==> src/hw/test_control_consts.svh <==
`ifndef TEST_CONTROL_CONSTS_SVH
`define TEST_CONTROL_CONSTS_SVH

// Register byte offsets inside the decoded window
`define OFS_TEST_CONTROL 8'h0C
`define OFS_TRANSMIT_CONFIG 8'h20
`define OFS_RECEIVE_CONFIG 8'h30
`define ADDR_LSB 0
`define ADDR_MSB 7

// test_control layout
`define TC_HW_RESET 32'h0340_0000
`define TC_WRITABLE 32'h4F1F_F2FF
`define BOOT_FIELD_MASK 32'h0F00_0000
`define BIT_DISCARD_TEST 30
`define BOOT_MSB 27
`define BOOT_LSB 24
`define BOOT_DEFAULT 4'h4
`define BOOT_MIN 4'h1
`define DADDR_MSB 20
`define DADDR_LSB 12
`define BIT_BM_TEST 9
`define BIT_RX_RAM 7
`define BIT_TX_RAM 6
`define BIT_ST_RAM 5
`define SADDR_MSB 4
`define SADDR_LSB 0
`define SADDR_PAD 4'h0
`define STATUS_MSB 22
`define STATUS_PAD 9'h000

// Delayed-transaction discard timer and boot ROM access counter
`define DT_TEST_PRELOAD 14'h3FF0
`define DT_NORMAL_PRELOAD 14'h0000
`define DT_LIMIT 14'h3FFF
`define DT_STEP 14'h0001
`define ROM_STEP 4'h1
`define ROM_ZERO 4'h0

// AHB-Lite encodings
`define HTRANS_ACTIVE_BIT 1
`define HRESP_OKAY 1'h0

`endif

==> src/hw/test_control_pkg.sv <==
package test_control_pkg;

  typedef enum logic [1:0] {RAM_NONE, RAM_TX_DATA, RAM_RX_DATA, RAM_RX_STATUS} ram_target_t;

  typedef enum logic [1:0] {BUS_IDLE, BUS_WRITE, BUS_RAM_WAIT, BUS_RAM_CAPTURE} bus_state_t;

  typedef struct packed {
    ram_target_t target;
    logic [8:0] addr;
    logic [31:0] wdata;
    logic we;
    logic re;
  } ram_req_t;

  typedef struct packed {
    logic tx_read_generator;
    logic rx_write_generator;
    logic normal_buffer_ops;
    logic read_data_sink;
  } bm_ctrl_t;

  typedef struct packed {
    bus_state_t bus;
    logic [7:0] addr;
    logic [31:0] test_control;
    logic [31:0] transmit_config;
    logic [31:0] receive_config;
    logic [31:0] hrdata;
    logic hreadyout;
    logic hresp;
    ram_req_t ram;
    bm_ctrl_t bm;
    logic [13:0] dt_count;
    logic dt_running;
    logic dt_expired;
    logic [3:0] rom_count;
    logic rom_busy;
    logic rom_done;
  } state_t;

endpackage

==> src/hw/host_test_control_register.sv <==
// Contract
// - Discard test bit 30 set: discard timer preloads 3ff0h.
// - Discard test bit clear: timer starts at zero, expires at 3fffh.
// - Boot ROM access time in PCI clocks from bits 27-24, default four.
// - Data RAM test uses bits 20-12 as data FIFO word address.
// - Bit 9 turns TX manager into read generator, RX into write generator.
// - Bus master test mode suppresses normal buffer manager operation.
// - Bit 7 opens receive data FIFO through receive_config at bits 20-12 while bit 5 is clear.
// - Bit 6 opens transmit data FIFO through transmit_config at bits 20-12.
// - Bit 5 opens receive status FIFO through receive_config at bits 4-0.
// - Status RAM test uses bits 4-0 as status FIFO entry address.
// - Bus master read test discards read data and may repeat cycles.
`timescale 1ns/10ps
`default_nettype none
`include "test_control_consts.svh"

module host_test_control_register (
  input wire logic hclk,
  input wire logic hresetn,
  input wire logic hsel,
  input wire logic [31:0] haddr,
  input wire logic [1:0] htrans,
  input wire logic hwrite,
  input wire logic [2:0] hsize,
  input wire logic [31:0] hwdata,
  input wire logic hready,
  output logic hreadyout,
  output logic [31:0] hrdata,
  output logic hresp,
  output test_control_pkg::ram_req_t ram_req,
  input wire logic [31:0] ram_rdata,
  output test_control_pkg::bm_ctrl_t bm_ctrl,
  input wire logic dt_start,
  input wire logic dt_clear,
  output logic dt_expired,
  input wire logic rom_req,
  output logic rom_done
);

  localparam logic [31:0] TC_RESET = (`TC_HW_RESET & `TC_WRITABLE & ~`BOOT_FIELD_MASK)
                                   | (32'(`BOOT_DEFAULT) << `BOOT_LSB);

  test_control_pkg::state_t s;
  test_control_pkg::state_t next_s;
  test_control_pkg::ram_target_t wr_target;
  test_control_pkg::ram_target_t rd_target;
  logic accept;
  logic [3:0] boot_clocks;

  // Which FIFO a config register access reaches; status RAM wins over RX data RAM
  function automatic test_control_pkg::ram_target_t target_of(input logic [7:0] a, input logic [31:0] tc);
    if (a == `OFS_TRANSMIT_CONFIG && tc[`BIT_TX_RAM])
      target_of = test_control_pkg::RAM_TX_DATA;
    else if (a == `OFS_RECEIVE_CONFIG && tc[`BIT_ST_RAM])
      target_of = test_control_pkg::RAM_RX_STATUS;
    else if (a == `OFS_RECEIVE_CONFIG && tc[`BIT_RX_RAM])
      target_of = test_control_pkg::RAM_RX_DATA;
    else
      target_of = test_control_pkg::RAM_NONE;
  endfunction

  function automatic logic [8:0] ram_addr_of(input test_control_pkg::ram_target_t t, input logic [31:0] tc);
    if (t == test_control_pkg::RAM_RX_STATUS)
      ram_addr_of = {`SADDR_PAD, tc[`SADDR_MSB:`SADDR_LSB]};
    else
      ram_addr_of = tc[`DADDR_MSB:`DADDR_LSB];
  endfunction

  function automatic logic [31:0] read_value(input logic [7:0] a, input test_control_pkg::state_t st);
    if (a == `OFS_TEST_CONTROL)
      read_value = st.test_control;
    else if (a == `OFS_TRANSMIT_CONFIG)
      read_value = st.transmit_config;
    else if (a == `OFS_RECEIVE_CONFIG)
      read_value = st.receive_config;
    else
      read_value = 32'h0000_0000;
  endfunction

  always_comb
  begin
    next_s = s;
    next_s.ram.we = 1'b0;
    next_s.ram.re = 1'b0;
    next_s.rom_done = 1'b0;
    accept = hsel && htrans[`HTRANS_ACTIVE_BIT] && hready;
    wr_target = target_of(s.addr, s.test_control);
    rd_target = test_control_pkg::RAM_NONE;
    boot_clocks = s.test_control[`BOOT_MSB:`BOOT_LSB];
    if (boot_clocks == `ROM_ZERO)
      boot_clocks = `BOOT_MIN;

    case (s.bus)
      test_control_pkg::BUS_IDLE, test_control_pkg::BUS_WRITE:
      begin
        if (s.bus == test_control_pkg::BUS_WRITE)
        begin
          if (s.addr == `OFS_TEST_CONTROL)
            next_s.test_control = hwdata & `TC_WRITABLE;
          else if (wr_target != test_control_pkg::RAM_NONE)
          begin
            next_s.ram.target = wr_target;
            next_s.ram.addr = ram_addr_of(wr_target, s.test_control);
            next_s.ram.wdata = hwdata;
            if (wr_target == test_control_pkg::RAM_RX_STATUS)
              next_s.ram.wdata = {`STATUS_PAD, hwdata[`STATUS_MSB:0]};
            next_s.ram.we = 1'b1;
          end
          else if (s.addr == `OFS_TRANSMIT_CONFIG)
            next_s.transmit_config = hwdata;
          else if (s.addr == `OFS_RECEIVE_CONFIG)
            next_s.receive_config = hwdata;
          next_s.bus = test_control_pkg::BUS_IDLE;
        end
        if (accept)
        begin
          next_s.addr = haddr[`ADDR_MSB:`ADDR_LSB];
          if (hwrite)
            next_s.bus = test_control_pkg::BUS_WRITE;
          else
          begin
            rd_target = target_of(haddr[`ADDR_MSB:`ADDR_LSB], next_s.test_control);
            if (rd_target != test_control_pkg::RAM_NONE)
            begin
              // FIFO reads stretch the data phase until the RAM answers
              next_s.ram.target = rd_target;
              next_s.ram.addr = ram_addr_of(rd_target, next_s.test_control);
              next_s.ram.re = 1'b1;
              next_s.hreadyout = 1'b0;
              next_s.bus = test_control_pkg::BUS_RAM_WAIT;
            end
            else
              next_s.hrdata = read_value(haddr[`ADDR_MSB:`ADDR_LSB], next_s);
          end
        end
      end
      test_control_pkg::BUS_RAM_WAIT:
        next_s.bus = test_control_pkg::BUS_RAM_CAPTURE;
      test_control_pkg::BUS_RAM_CAPTURE:
      begin
        next_s.hrdata = ram_rdata;
        if (s.ram.target == test_control_pkg::RAM_RX_STATUS)
          next_s.hrdata = {`STATUS_PAD, ram_rdata[`STATUS_MSB:0]};
        next_s.hreadyout = 1'b1;
        next_s.bus = test_control_pkg::BUS_IDLE;
      end
      default:
        next_s.bus = test_control_pkg::BUS_IDLE;
    endcase

    next_s.bm.tx_read_generator = next_s.test_control[`BIT_BM_TEST];
    next_s.bm.rx_write_generator = next_s.test_control[`BIT_BM_TEST];
    next_s.bm.normal_buffer_ops = !next_s.test_control[`BIT_BM_TEST];
    next_s.bm.read_data_sink = next_s.test_control[`BIT_BM_TEST];

    // Discard timer; a new start wins over a clear in the same cycle
    if (dt_start)
    begin
      next_s.dt_count = s.test_control[`BIT_DISCARD_TEST] ? `DT_TEST_PRELOAD : `DT_NORMAL_PRELOAD;
      next_s.dt_running = 1'b1;
      next_s.dt_expired = 1'b0;
    end
    else if (dt_clear)
    begin
      // An expiry in the same cycle as a clear still sets the flag
      next_s.dt_running = 1'b0;
      next_s.dt_expired = s.dt_running && s.dt_count == `DT_LIMIT;
    end
    else if (s.dt_running)
    begin
      if (s.dt_count == `DT_LIMIT)
      begin
        next_s.dt_expired = 1'b1;
        next_s.dt_running = 1'b0;
      end
      else
        next_s.dt_count = s.dt_count + `DT_STEP;
    end

    // Boot ROM access: rom_done pulses boot_clocks edges after the request edge
    if (rom_req && !s.rom_busy)
    begin
      next_s.rom_count = boot_clocks - `ROM_STEP;
      next_s.rom_busy = 1'b1;
    end
    else if (s.rom_busy)
    begin
      if (s.rom_count == `ROM_ZERO)
      begin
        next_s.rom_busy = 1'b0;
        next_s.rom_done = 1'b1;
      end
      else
        next_s.rom_count = s.rom_count - `ROM_STEP;
    end
  end

  always_ff @(posedge hclk or negedge hresetn)
  begin
    if (!hresetn)
    begin
      s <= '0;
      s.bus <= test_control_pkg::BUS_IDLE;
      s.test_control <= TC_RESET;
      s.hreadyout <= 1'b1;
      s.hresp <= `HRESP_OKAY;
      s.ram.target <= test_control_pkg::RAM_NONE;
      s.bm.normal_buffer_ops <= 1'b1;
    end
    else
      s <= next_s;
  end

  assign hreadyout = s.hreadyout;
  assign hrdata = s.hrdata;
  assign hresp = s.hresp;
  assign ram_req = s.ram;
  assign bm_ctrl = s.bm;
  assign dt_expired = s.dt_expired;
  assign rom_done = s.rom_done;

  property p_dt_test_preload;
    @(posedge hclk) disable iff (!hresetn)
    (dt_start && s.test_control[`BIT_DISCARD_TEST]) |=> (s.dt_count == 14'h3FF0 && s.dt_running);
  endproperty
  a_dt_test_preload: assert property (p_dt_test_preload) else $error("discard timer test preload wrong");

  property p_dt_normal_expire;
    @(posedge hclk) disable iff (!hresetn)
    (s.dt_running && s.dt_count == 14'h3FFF && !dt_start && !dt_clear) |=> (s.dt_expired && !s.dt_running);
  endproperty
  a_dt_normal_expire: assert property (p_dt_normal_expire) else $error("discard timer did not expire at limit");

  property p_dt_normal_start;
    @(posedge hclk) disable iff (!hresetn)
    (dt_start && !s.test_control[`BIT_DISCARD_TEST]) |=> (s.dt_count == 14'h0000 && !s.dt_expired);
  endproperty
  a_dt_normal_start: assert property (p_dt_normal_start) else $error("discard timer did not start at zero");

  property p_rom_four_clocks;
    @(posedge hclk) disable iff (!hresetn)
    (rom_req && !s.rom_busy && s.test_control[`BOOT_MSB:`BOOT_LSB] == 4'h4) |=> !rom_done [*4] ##1 rom_done;
  endproperty
  a_rom_four_clocks: assert property (p_rom_four_clocks) else $error("boot ROM access time not four clocks");

  property p_data_ram_addr;
    @(posedge hclk) disable iff (!hresetn)
    ((ram_req.we || ram_req.re) && ram_req.target != test_control_pkg::RAM_RX_STATUS)
      |-> ram_req.addr == $past(next_s.test_control[`DADDR_MSB:`DADDR_LSB]);
  endproperty
  a_data_ram_addr: assert property (p_data_ram_addr) else $error("data FIFO test address wrong");

  property p_bm_mode;
    @(posedge hclk) disable iff (!hresetn)
    bm_ctrl.tx_read_generator == s.test_control[`BIT_BM_TEST] && bm_ctrl.rx_write_generator == bm_ctrl.tx_read_generator;
  endproperty
  a_bm_mode: assert property (p_bm_mode) else $error("bus master generators do not follow enable");

  property p_bm_suppress;
    @(posedge hclk) disable iff (!hresetn)
    bm_ctrl.normal_buffer_ops != bm_ctrl.tx_read_generator && bm_ctrl.read_data_sink == bm_ctrl.tx_read_generator;
  endproperty
  a_bm_suppress: assert property (p_bm_suppress) else $error("normal buffer operation not suppressed");

  property p_rx_ram_write;
    @(posedge hclk) disable iff (!hresetn)
    (s.bus == test_control_pkg::BUS_WRITE && s.addr == `OFS_RECEIVE_CONFIG && s.test_control[`BIT_RX_RAM]
      && !s.test_control[`BIT_ST_RAM]) |=> (ram_req.we && ram_req.target == test_control_pkg::RAM_RX_DATA
      && ram_req.wdata == $past(hwdata) && s.receive_config == $past(s.receive_config));
  endproperty
  a_rx_ram_write: assert property (p_rx_ram_write) else $error("receive data FIFO write not issued");

  property p_tx_ram_read;
    @(posedge hclk) disable iff (!hresetn)
    (ram_req.re && ram_req.target == test_control_pkg::RAM_TX_DATA) |-> !hreadyout ##1 !hreadyout
      ##1 (hreadyout && hrdata == $past(ram_rdata));
  endproperty
  a_tx_ram_read: assert property (p_tx_ram_read) else $error("transmit data FIFO read not returned");

  property p_status_ram;
    @(posedge hclk) disable iff (!hresetn)
    ((ram_req.we || ram_req.re) && ram_req.target == test_control_pkg::RAM_RX_STATUS)
      |-> (ram_req.addr[8:5] == 4'h0 && ram_req.addr[4:0] == $past(next_s.test_control[`SADDR_MSB:`SADDR_LSB])
      && ram_req.wdata[31:23] == 9'h000);
  endproperty
  a_status_ram: assert property (p_status_ram) else $error("status FIFO access malformed");

  property p_reserved_zero;
    @(posedge hclk) disable iff (!hresetn)
    (s.test_control & ~`TC_WRITABLE) == 32'h0000_0000;
  endproperty
  a_reserved_zero: assert property (p_reserved_zero) else $error("reserved test_control bit set");

  property p_tc_write;
    @(posedge hclk) disable iff (!hresetn)
    (s.bus == test_control_pkg::BUS_WRITE && s.addr == `OFS_TEST_CONTROL)
      |=> (s.test_control[`BIT_DISCARD_TEST] == $past(hwdata[`BIT_DISCARD_TEST])
      && s.test_control[`BIT_BM_TEST] == $past(hwdata[`BIT_BM_TEST])
      && s.test_control[`BOOT_MSB:`BOOT_LSB] == $past(hwdata[`BOOT_MSB:`BOOT_LSB]));
  endproperty
  a_tc_write: assert property (p_tc_write) else $error("test_control write not stored");

  property p_tc_read;
    @(posedge hclk) disable iff (!hresetn)
    (accept && !hwrite && haddr[`ADDR_MSB:`ADDR_LSB] == `OFS_TEST_CONTROL)
      |=> (hreadyout && (hrdata & ~`TC_WRITABLE) == 32'h0000_0000);
  endproperty
  a_tc_read: assert property (p_tc_read) else $error("reserved test_control bit read nonzero");

  property p_rom_min_one;
    @(posedge hclk) disable iff (!hresetn)
    (rom_req && !s.rom_busy && s.test_control[`BOOT_MSB:`BOOT_LSB] <= `BOOT_MIN) |=> !rom_done ##1 rom_done;
  endproperty
  a_rom_min_one: assert property (p_rom_min_one) else $error("boot ROM short access time wrong");

  property p_read_sink;
    @(posedge hclk) disable iff (!hresetn)
    bm_ctrl.read_data_sink == s.test_control[`BIT_BM_TEST];
  endproperty
  a_read_sink: assert property (p_read_sink) else $error("read data sink does not follow enable");

  property p_tx_ram_write;
    @(posedge hclk) disable iff (!hresetn)
    (s.bus == test_control_pkg::BUS_WRITE && s.addr == `OFS_TRANSMIT_CONFIG && s.test_control[`BIT_TX_RAM])
      |=> (ram_req.we && ram_req.target == test_control_pkg::RAM_TX_DATA && ram_req.wdata == $past(hwdata)
      && s.transmit_config == $past(s.transmit_config));
  endproperty
  a_tx_ram_write: assert property (p_tx_ram_write) else $error("transmit data FIFO write not issued");

  property p_status_write;
    @(posedge hclk) disable iff (!hresetn)
    (s.bus == test_control_pkg::BUS_WRITE && s.addr == `OFS_RECEIVE_CONFIG && s.test_control[`BIT_ST_RAM])
      |=> (ram_req.we && ram_req.target == test_control_pkg::RAM_RX_STATUS
      && s.receive_config == $past(s.receive_config));
  endproperty
  a_status_write: assert property (p_status_write) else $error("status FIFO write not issued");

  property p_rx_ram_read;
    @(posedge hclk) disable iff (!hresetn)
    (ram_req.re && ram_req.target == test_control_pkg::RAM_RX_DATA) |-> !hreadyout ##1 !hreadyout
      ##1 (hreadyout && hrdata == $past(ram_rdata));
  endproperty
  a_rx_ram_read: assert property (p_rx_ram_read) else $error("receive data FIFO read not returned");

  property p_dt_clear;
    @(posedge hclk) disable iff (!hresetn)
    (dt_clear && !dt_start && !(s.dt_running && s.dt_count == `DT_LIMIT)) |=> (!s.dt_running && !dt_expired);
  endproperty
  a_dt_clear: assert property (p_dt_clear) else $error("discard timer clear ignored");

endmodule
`default_nettype wire

==> config.mk <==
export PLATFORM = sky130hd
export DESIGN_NAME = host_test_control_register
export DESIGN_NICKNAME = d
export VERILOG_FILES = /design/src/hw/test_control_pkg.sv /design/src/hw/host_test_control_register.sv
export VERILOG_INCLUDE_DIRS = /design/src /design/src/hw
export SDC_FILE = /design/constraint.sdc
export NUM_CORES = 1
export LEC_CHECK = 0
export ABC_AREA = 1
export BUFFER_PORTS_ARGS = -buffer_cell sky130_fd_sc_hd__buf_2
export CAP_MARGIN = 30
export CELL_PAD_IN_SITES_DETAIL_PLACEMENT = 1
export CELL_PAD_IN_SITES_GLOBAL_PLACEMENT = 2
export CORE_MARGIN = 10
export CORE_UTILIZATION = 30
export DETAILED_ROUTE_END_ITERATION = 12
export GPL_TIMING_DRIVEN = 0
export PLACE_DENSITY = 0.76
export SYNTH_ARGS = -nofsm -noshare
export SYNTH_HDL_FRONTEND = slang
export SYNTH_SLANG_ARGS = --single-unit
==> constraint.sdc <==
create_clock -name hclk -period 2.16 [get_ports hclk]
set_input_delay 0 -clock hclk [delete_from_list [all_inputs] [get_ports hclk]]
set_output_delay 0 -clock hclk [all_outputs]
set_load 0.03 [all_outputs]
# --- Word-level counts from Yosys, hierarchy flattened ---
# Index checks and enable logic that the tools add are counted.
classes:
  addsub: 3
  n_eq_ne: 20
  mux: 58
  n_bitwise: 1
  reduce_logical: 30
op_table:
  columns: ["op", "n"]
  rows:
  - ["32-bit two-way mux", 10]
  - ["96-bit two-way mux", 2]
  - ["44-bit two-way mux", 3]
  - ["64-bit two-way mux", 2]
  - ["74-bit two-way mux", 1]
  - ["33-bit two-way mux", 2]
  - ["33-bit case mux with 2 select lines", 1]
  - ["14-bit two-way mux", 3]
  - ["11-bit two-way mux", 3]
  - ["8-bit by 6-bit == test with 1-bit output, second input constant", 4]
  - ["16-bit two-way mux", 2]
  - ["2-bit two-way mux", 16]
  - ["9-bit two-way mux", 2]
  - ["8-bit by 4-bit == test with 1-bit output, second input constant", 2]
  - ["14-bit by 1-bit adder with 14-bit output, second input constant", 1]
  - ["14-bit == test, second input constant", 1]
  - ["2-bit != test, second input constant", 7]
  - ["4-bit AND reduction", 3]
  - ["2-bit == test, second input constant", 5]
  - ["1-bit logical AND", 10]
  - ["10-bit two-way mux", 1]
  - ["2-bit nonzero test", 5]
  - ["4-bit logical NOT", 2]
  - ["4-bit two-way mux", 2]
  - ["other kinds (13)", 22]
word_totals:
  regBits: 207
  inputBits: 109

# --- Depth between registers and ports, before layout ---
logic_depth:
  ltp_word: 22
  ltp_mapped: 15
  ltp_nobuf: 14

# --- Worst setup path after synthesis ---
# Ideal clock, no wire load.
synth_timing:
  path_kind: "register -> register"
  from: "register s[8] (netlist name)"
  to: "register s[11] (netlist name)"
  setup_ns: 0.119
  arrival_ns: 1.745
  setup_slack_ns: 0.297
  stages_incl_launch_ff: 14
  n_path_buf: 0
  path_cell_list: "dfrtp_1 > ha_1 > nand2_1 > nor2_1 > nand3_1 > nor2_2 > nand2_1 > nor2_1 > nand2_1 > nand2_2 > nand2_2 > inv_2 > nor2_1 > o21a_1"
synth_via:
  elab_chain_len: 5
  word_cells_on_any_way: 8
synth_rtl:
  columns: ["item", "line_no", "rtl"]
  rows:
  - ["start: declaration", "host_test_control_register.sv:43", "test_control_pkg::state_t s;"]
  - ["start signal: assignment", "host_test_control_register.sv:211", "s <= next_s;"]
  - ["14-bit by 1-bit adder with 14-bit output (no line)", null, null]
  - ["14-bit two-way mux", "host_test_control_register.sv:171", "if (s.dt_count == `DT_LIMIT)"]
  - ["16-bit two-way mux", "host_test_control_register.sv:169", "else if (s.dt_running)"]
  - ["14-bit two-way mux", "host_test_control_register.sv:163", "else if (dt_clear)"]
  - ["16-bit two-way mux", "host_test_control_register.sv:157", "if (dt_start)"]
# Parallel ways exist; a longest one is shown, timed or not. The select of a mux whose other input is x is not followed.
# A chain may end at the register's enable or synchronous reset.

# --- Worst setup path after layout ---
layout_timing:
  from: "register s[9] (netlist name)"
  to: "register s[19] (netlist name)"
# Same word-level chain as after synthesis.

==> key figures <==
Outcome
  – Outcome: finished with violations
  – Failing checks: hold timing

STA
  – Final hold vios: 6
  – Max transition margin: 42.4%
  – Pins over their slew limit: 0
  – Setup TNS: 0 ns
  – Setup Skew: 0.0236 ns
  – Fin crit period: 2.03 ns
  – Fin crit share: 94.2%
  – RSZ-0062 raised after global routing: yes
  – Setup-failing EPs final: 0
  – Post-route setup slack: 0.125 ns
  – WHS: -0.0337 ns
  – Max Freq: 0.491 GHz
  – Slew at the pin closest to its max-slew limit: 0.865 ns

Routing
  – DRT Pass-1 Iters: 5
  – Initial drt markers: 479
  – Vias: 10200
  – DR WL/cell: 18.4 um
  – Vias/cell: 4.68
  – WL met3: 1.36 mm
  – ANT nets after route: 0
  – Wire length on met1: 17.7 mm
  – DRC Markers: 0
  – WL met2: 20.1 mm
  – Total routed wirelength: 39.9 mm
  – DR top layer: met4

Global route
  – Antenna violations before repair: 0
  – Global-route wire length before repair: 62.6 mm
  – Overall global routing resource usage: 17.8%
  – Pin count of the biggest net entering global routing: 110
  – GRT overflow: 0
  – Vias in the first global route: 11000

Clocking
  – Clock Sinks: 207
  – Clk_lat worst skew: 0.54 ns
  – Max Root-Sink Buffers: 3
  – Clock slew at reported path FFs: 0.06 ns
  – H-tree depth: 1
  – CTS tree: done
  – Total CTS buffers: 25
  – Root buffer cell: clkbuf_16

Finish
  – Post-route cell area: 14500 um^2
  – Final core utilization: 40.5%
  – Final net count: 1803
  – Most frequent cells in the layout: nand2_1 (367), dfrtp_1 (203), buf_2 (173), inv_1 (156), nand3_1 (108)
  – Layout area overhead: 32.3%
  – Most common cell after layout, fill and taps aside: nand2_1
  – Cell Count, Final, Fillers Out: 2169
  – Ant diodes: 0
  – Filler cell count: 4320
  – Layout cells sized above 1: 25.5%

Pwr
  – Psw: 3.16 mW
  – Internal power: 7.60 mW
  – Clock share of power: 39.2%
  – Maximum resistive drop on vdd: 634 uV
  – Net Sw Frac: 29.4%
  – Pleak: 7.86 nW
  – Power Total: 10.8 mW
  – PwrDens: 742 nW/um^2
  – Comb pwr share: 19.4%
  – Share of power burned in registers: 41.5%

Critical path
  – Critical Path Source Type: register
  – Crit-path slowest cell: dfrtp_1
  – Crit path DAT: 2.42 ns
  – Flop2flop setup slack: 0.13 ns
  – CP peak stage delay: 0.38 ns
  – CP delay by family, top: simple AND/OR/NAND/NOR gates
  – Worst EP required: 2.54 ns
  – WS Path Type: reg -> reg
  – Critical path, cell by cell: ha_2 -> nand2_1 -> nor2_2 -> nand3_2 -> nor2_4 -> nand2_2 -> nor2_2 -> nand2_2 -> nand2_4 -> nand2_8 -> buf_8 -> nand3_1 -> o211ai_1
  – CP Capture Type: register
  – CP Max Fanout: 9
  – Buf/Inv on CP: 1

Place
  – Cells after DPL: 2024
  – RePlAce Congestion: 0.795
  – Pre-CTS WS: -0.245 ns
  – Placed Area: 12400 um^2
  – Post-DP HPWL: 29.8 mm
  – Port bufs: 164

Synth
  – Mapped Nets: 1510
  – Synthesis-stage register bit count: 207
  – Synthesized instance count: 1398
  – Post-synthesis sequential area ratio: 47.3%
  – Yosys top cell area share: 46.6%
  – Post-Syn Area: 11000 um^2
  – Synth area leaders: dfrtp_1 (47%), nand2_1 (13%), buf_4 (5.9%), inv_1 (5.4%), nand3_1 (5.0%)
  – Synth area leader: dfrtp_1
  – Average cell area after synthesis: 7.84 um^2
  – Yosys cell types: 47
  – Yosys warning total: 0

Floorplan
  – Chip Height: 211 um
  – Full die area: 44600 um^2
  – Initial core utilization: 30.6%
  – Row cnt: 69
  – Core area: 35800 um^2
  – Die W: 211 um
  – I/O pin count: 194

Flow run
  – # Max-Cap Violations: 0

Min path
  – Hold Crit Class: in -> reg
## final timing paths
| check | start | to | cells past startpoint |
|---|---|---|---|
| min in group asynchronous | hresetn | s[10]$_DFFE_PN0P_ | 2 |
| worst min register to register | s[179]$_DFFE_PN0N_ | s[179]$_DFFE_PN0N_ | 2 |
| max in group asynchronous | hresetn | hrdata[21]$_DFFE_PN0P_ | 3 |
| worst max register to register | s[9]$_DFFE_PN0P_ | s[19]$_DFFE_PN0P_ | 13 |
| worst max-delay path | s[9]$_DFFE_PN0P_ | s[19]$_DFFE_PN0P_ | 13 |
| worst min-delay path | htrans[1] | s[207]$_DFFE_PN0P_ | 5 |
## cells by family (layout without fill, tap and decap cells)
| kind of cell | after synthesis | count (layout) | share of synthesized area [%] |
|---|---|---|---|
| AOI/OAI and AO/OA | 237 | 237 | 12.1 |
| xor gates and xnor gates | 2 | 2 | 0.160 |
| other | 1 | 1 | 0.0342 |
| adders and majority gates | 3 | 3 | 0.342 |
| and+or+nand+nor | 635 | 635 | 25.7 |
| DFF | 207 | 207 | 47.3 |
| muxes | 1 | 1 | 0.0913 |
| buffers and inverters | 312 | 622 | 14.3 |
## per-layer routing
metal	GRT usage (%)	vias up
met5	0	-
met4	3.87	0
met3	2.49	44
met2	31.4	151
met1	22.4	5014
li1	-	4952
## layout make-up
cell class              instances  area [um^2]  area share [%]
flip-flops and latches        207         5180            35.7
multi-input cells             879         4420            30.5
repair buffers                265         1840            12.7
plain buffers                 144         1020            7.05
clock buffers                  39          758            5.23
inverters                     168          641            4.42
well taps                     461          577            3.98
clock inverters                 5         53.8           0.371
repair inverters                1         7.51          0.0518
## worst reg2reg max path, stage by stage (launching register included)
cell,delay [ns]
dfrtp_1,0.38
ha_2,0.19
nand2_1,0.08
nor2_2,0.17
nand3_2,0.13
nor2_4,0.15
nand2_2,0.07
nor2_2,0.14
nand2_2,0.09
nand2_4,0.10
nand2_8,0.10
buf_8,0.15
nand3_1,0.07
o211ai_1,0.08
## synthesized netlist by cell type, drive strengths merged
| cell | instances |
|---|---|
| a21oi | 59 |
| conb | 1 |
| mux2i | 1 |
| and3 | 1 |
| nor3b | 1 |
| inv | 166 |
| or2 | 3 |
| and2 | 15 |
| a31oi | 2 |
| clkbuf | 29 |
| nand4 | 8 |
| nand3 | 122 |
| a32o | 1 |
| a22oi | 1 |
| nor3 | 4 |
| o21a | 15 |
| xor2 | 2 |
| buf | 115 |
| o21ai | 125 |
| nand2 | 385 |
| nand3b | 7 |
| dfrtp | 204 |
| dfstp | 3 |
| a21boi | 6 |
| o211ai | 16 |
| nor2 | 89 |
| o22ai | 1 |
| clkinv | 2 |
| a22o | 1 |
| o31ai | 10 |
| ha | 3 |
## what timing repair did
| action | in CTS | in global routing |
|---|---|---|
| hold buffers | 79 | 0 |
| pin swaps | 1 | 14 |
| gates cloned | 1 | 2 |
| endpoints found under the hold margin | 268 | 0 |
| endpoints found under the setup margin | 60 | 76 |
| buffers inserted | 4 | 15 |
| resized for setup | 34 | 78 |
## flip-flops by register name, summed over array words and instances (netlist names)
name and cells:
dt_expired 1, hreadyout 1, ram_req 45, hrdata 32, bm_ctrl 1, s 126
rom_done 1
## power groups by stage
| stage | Clock, mW | Sequential [mW] | Combinational [mW] |
|---|---|---|---|
| finish | 4.21 | 4.46 | 2.08 |
| global route | 4.50 | 4.51 | 2.33 |
| CTS | 4.34 | 4.46 | 2.06 |
| detailed placement | 0 | 4.53 | 1.90 |
| global placement | 0 | 4.52 | 1.86 |
| floorplan | 0 | 4.46 | 1.29 |
No activity file was read; power rests on OpenSTA's default activity.
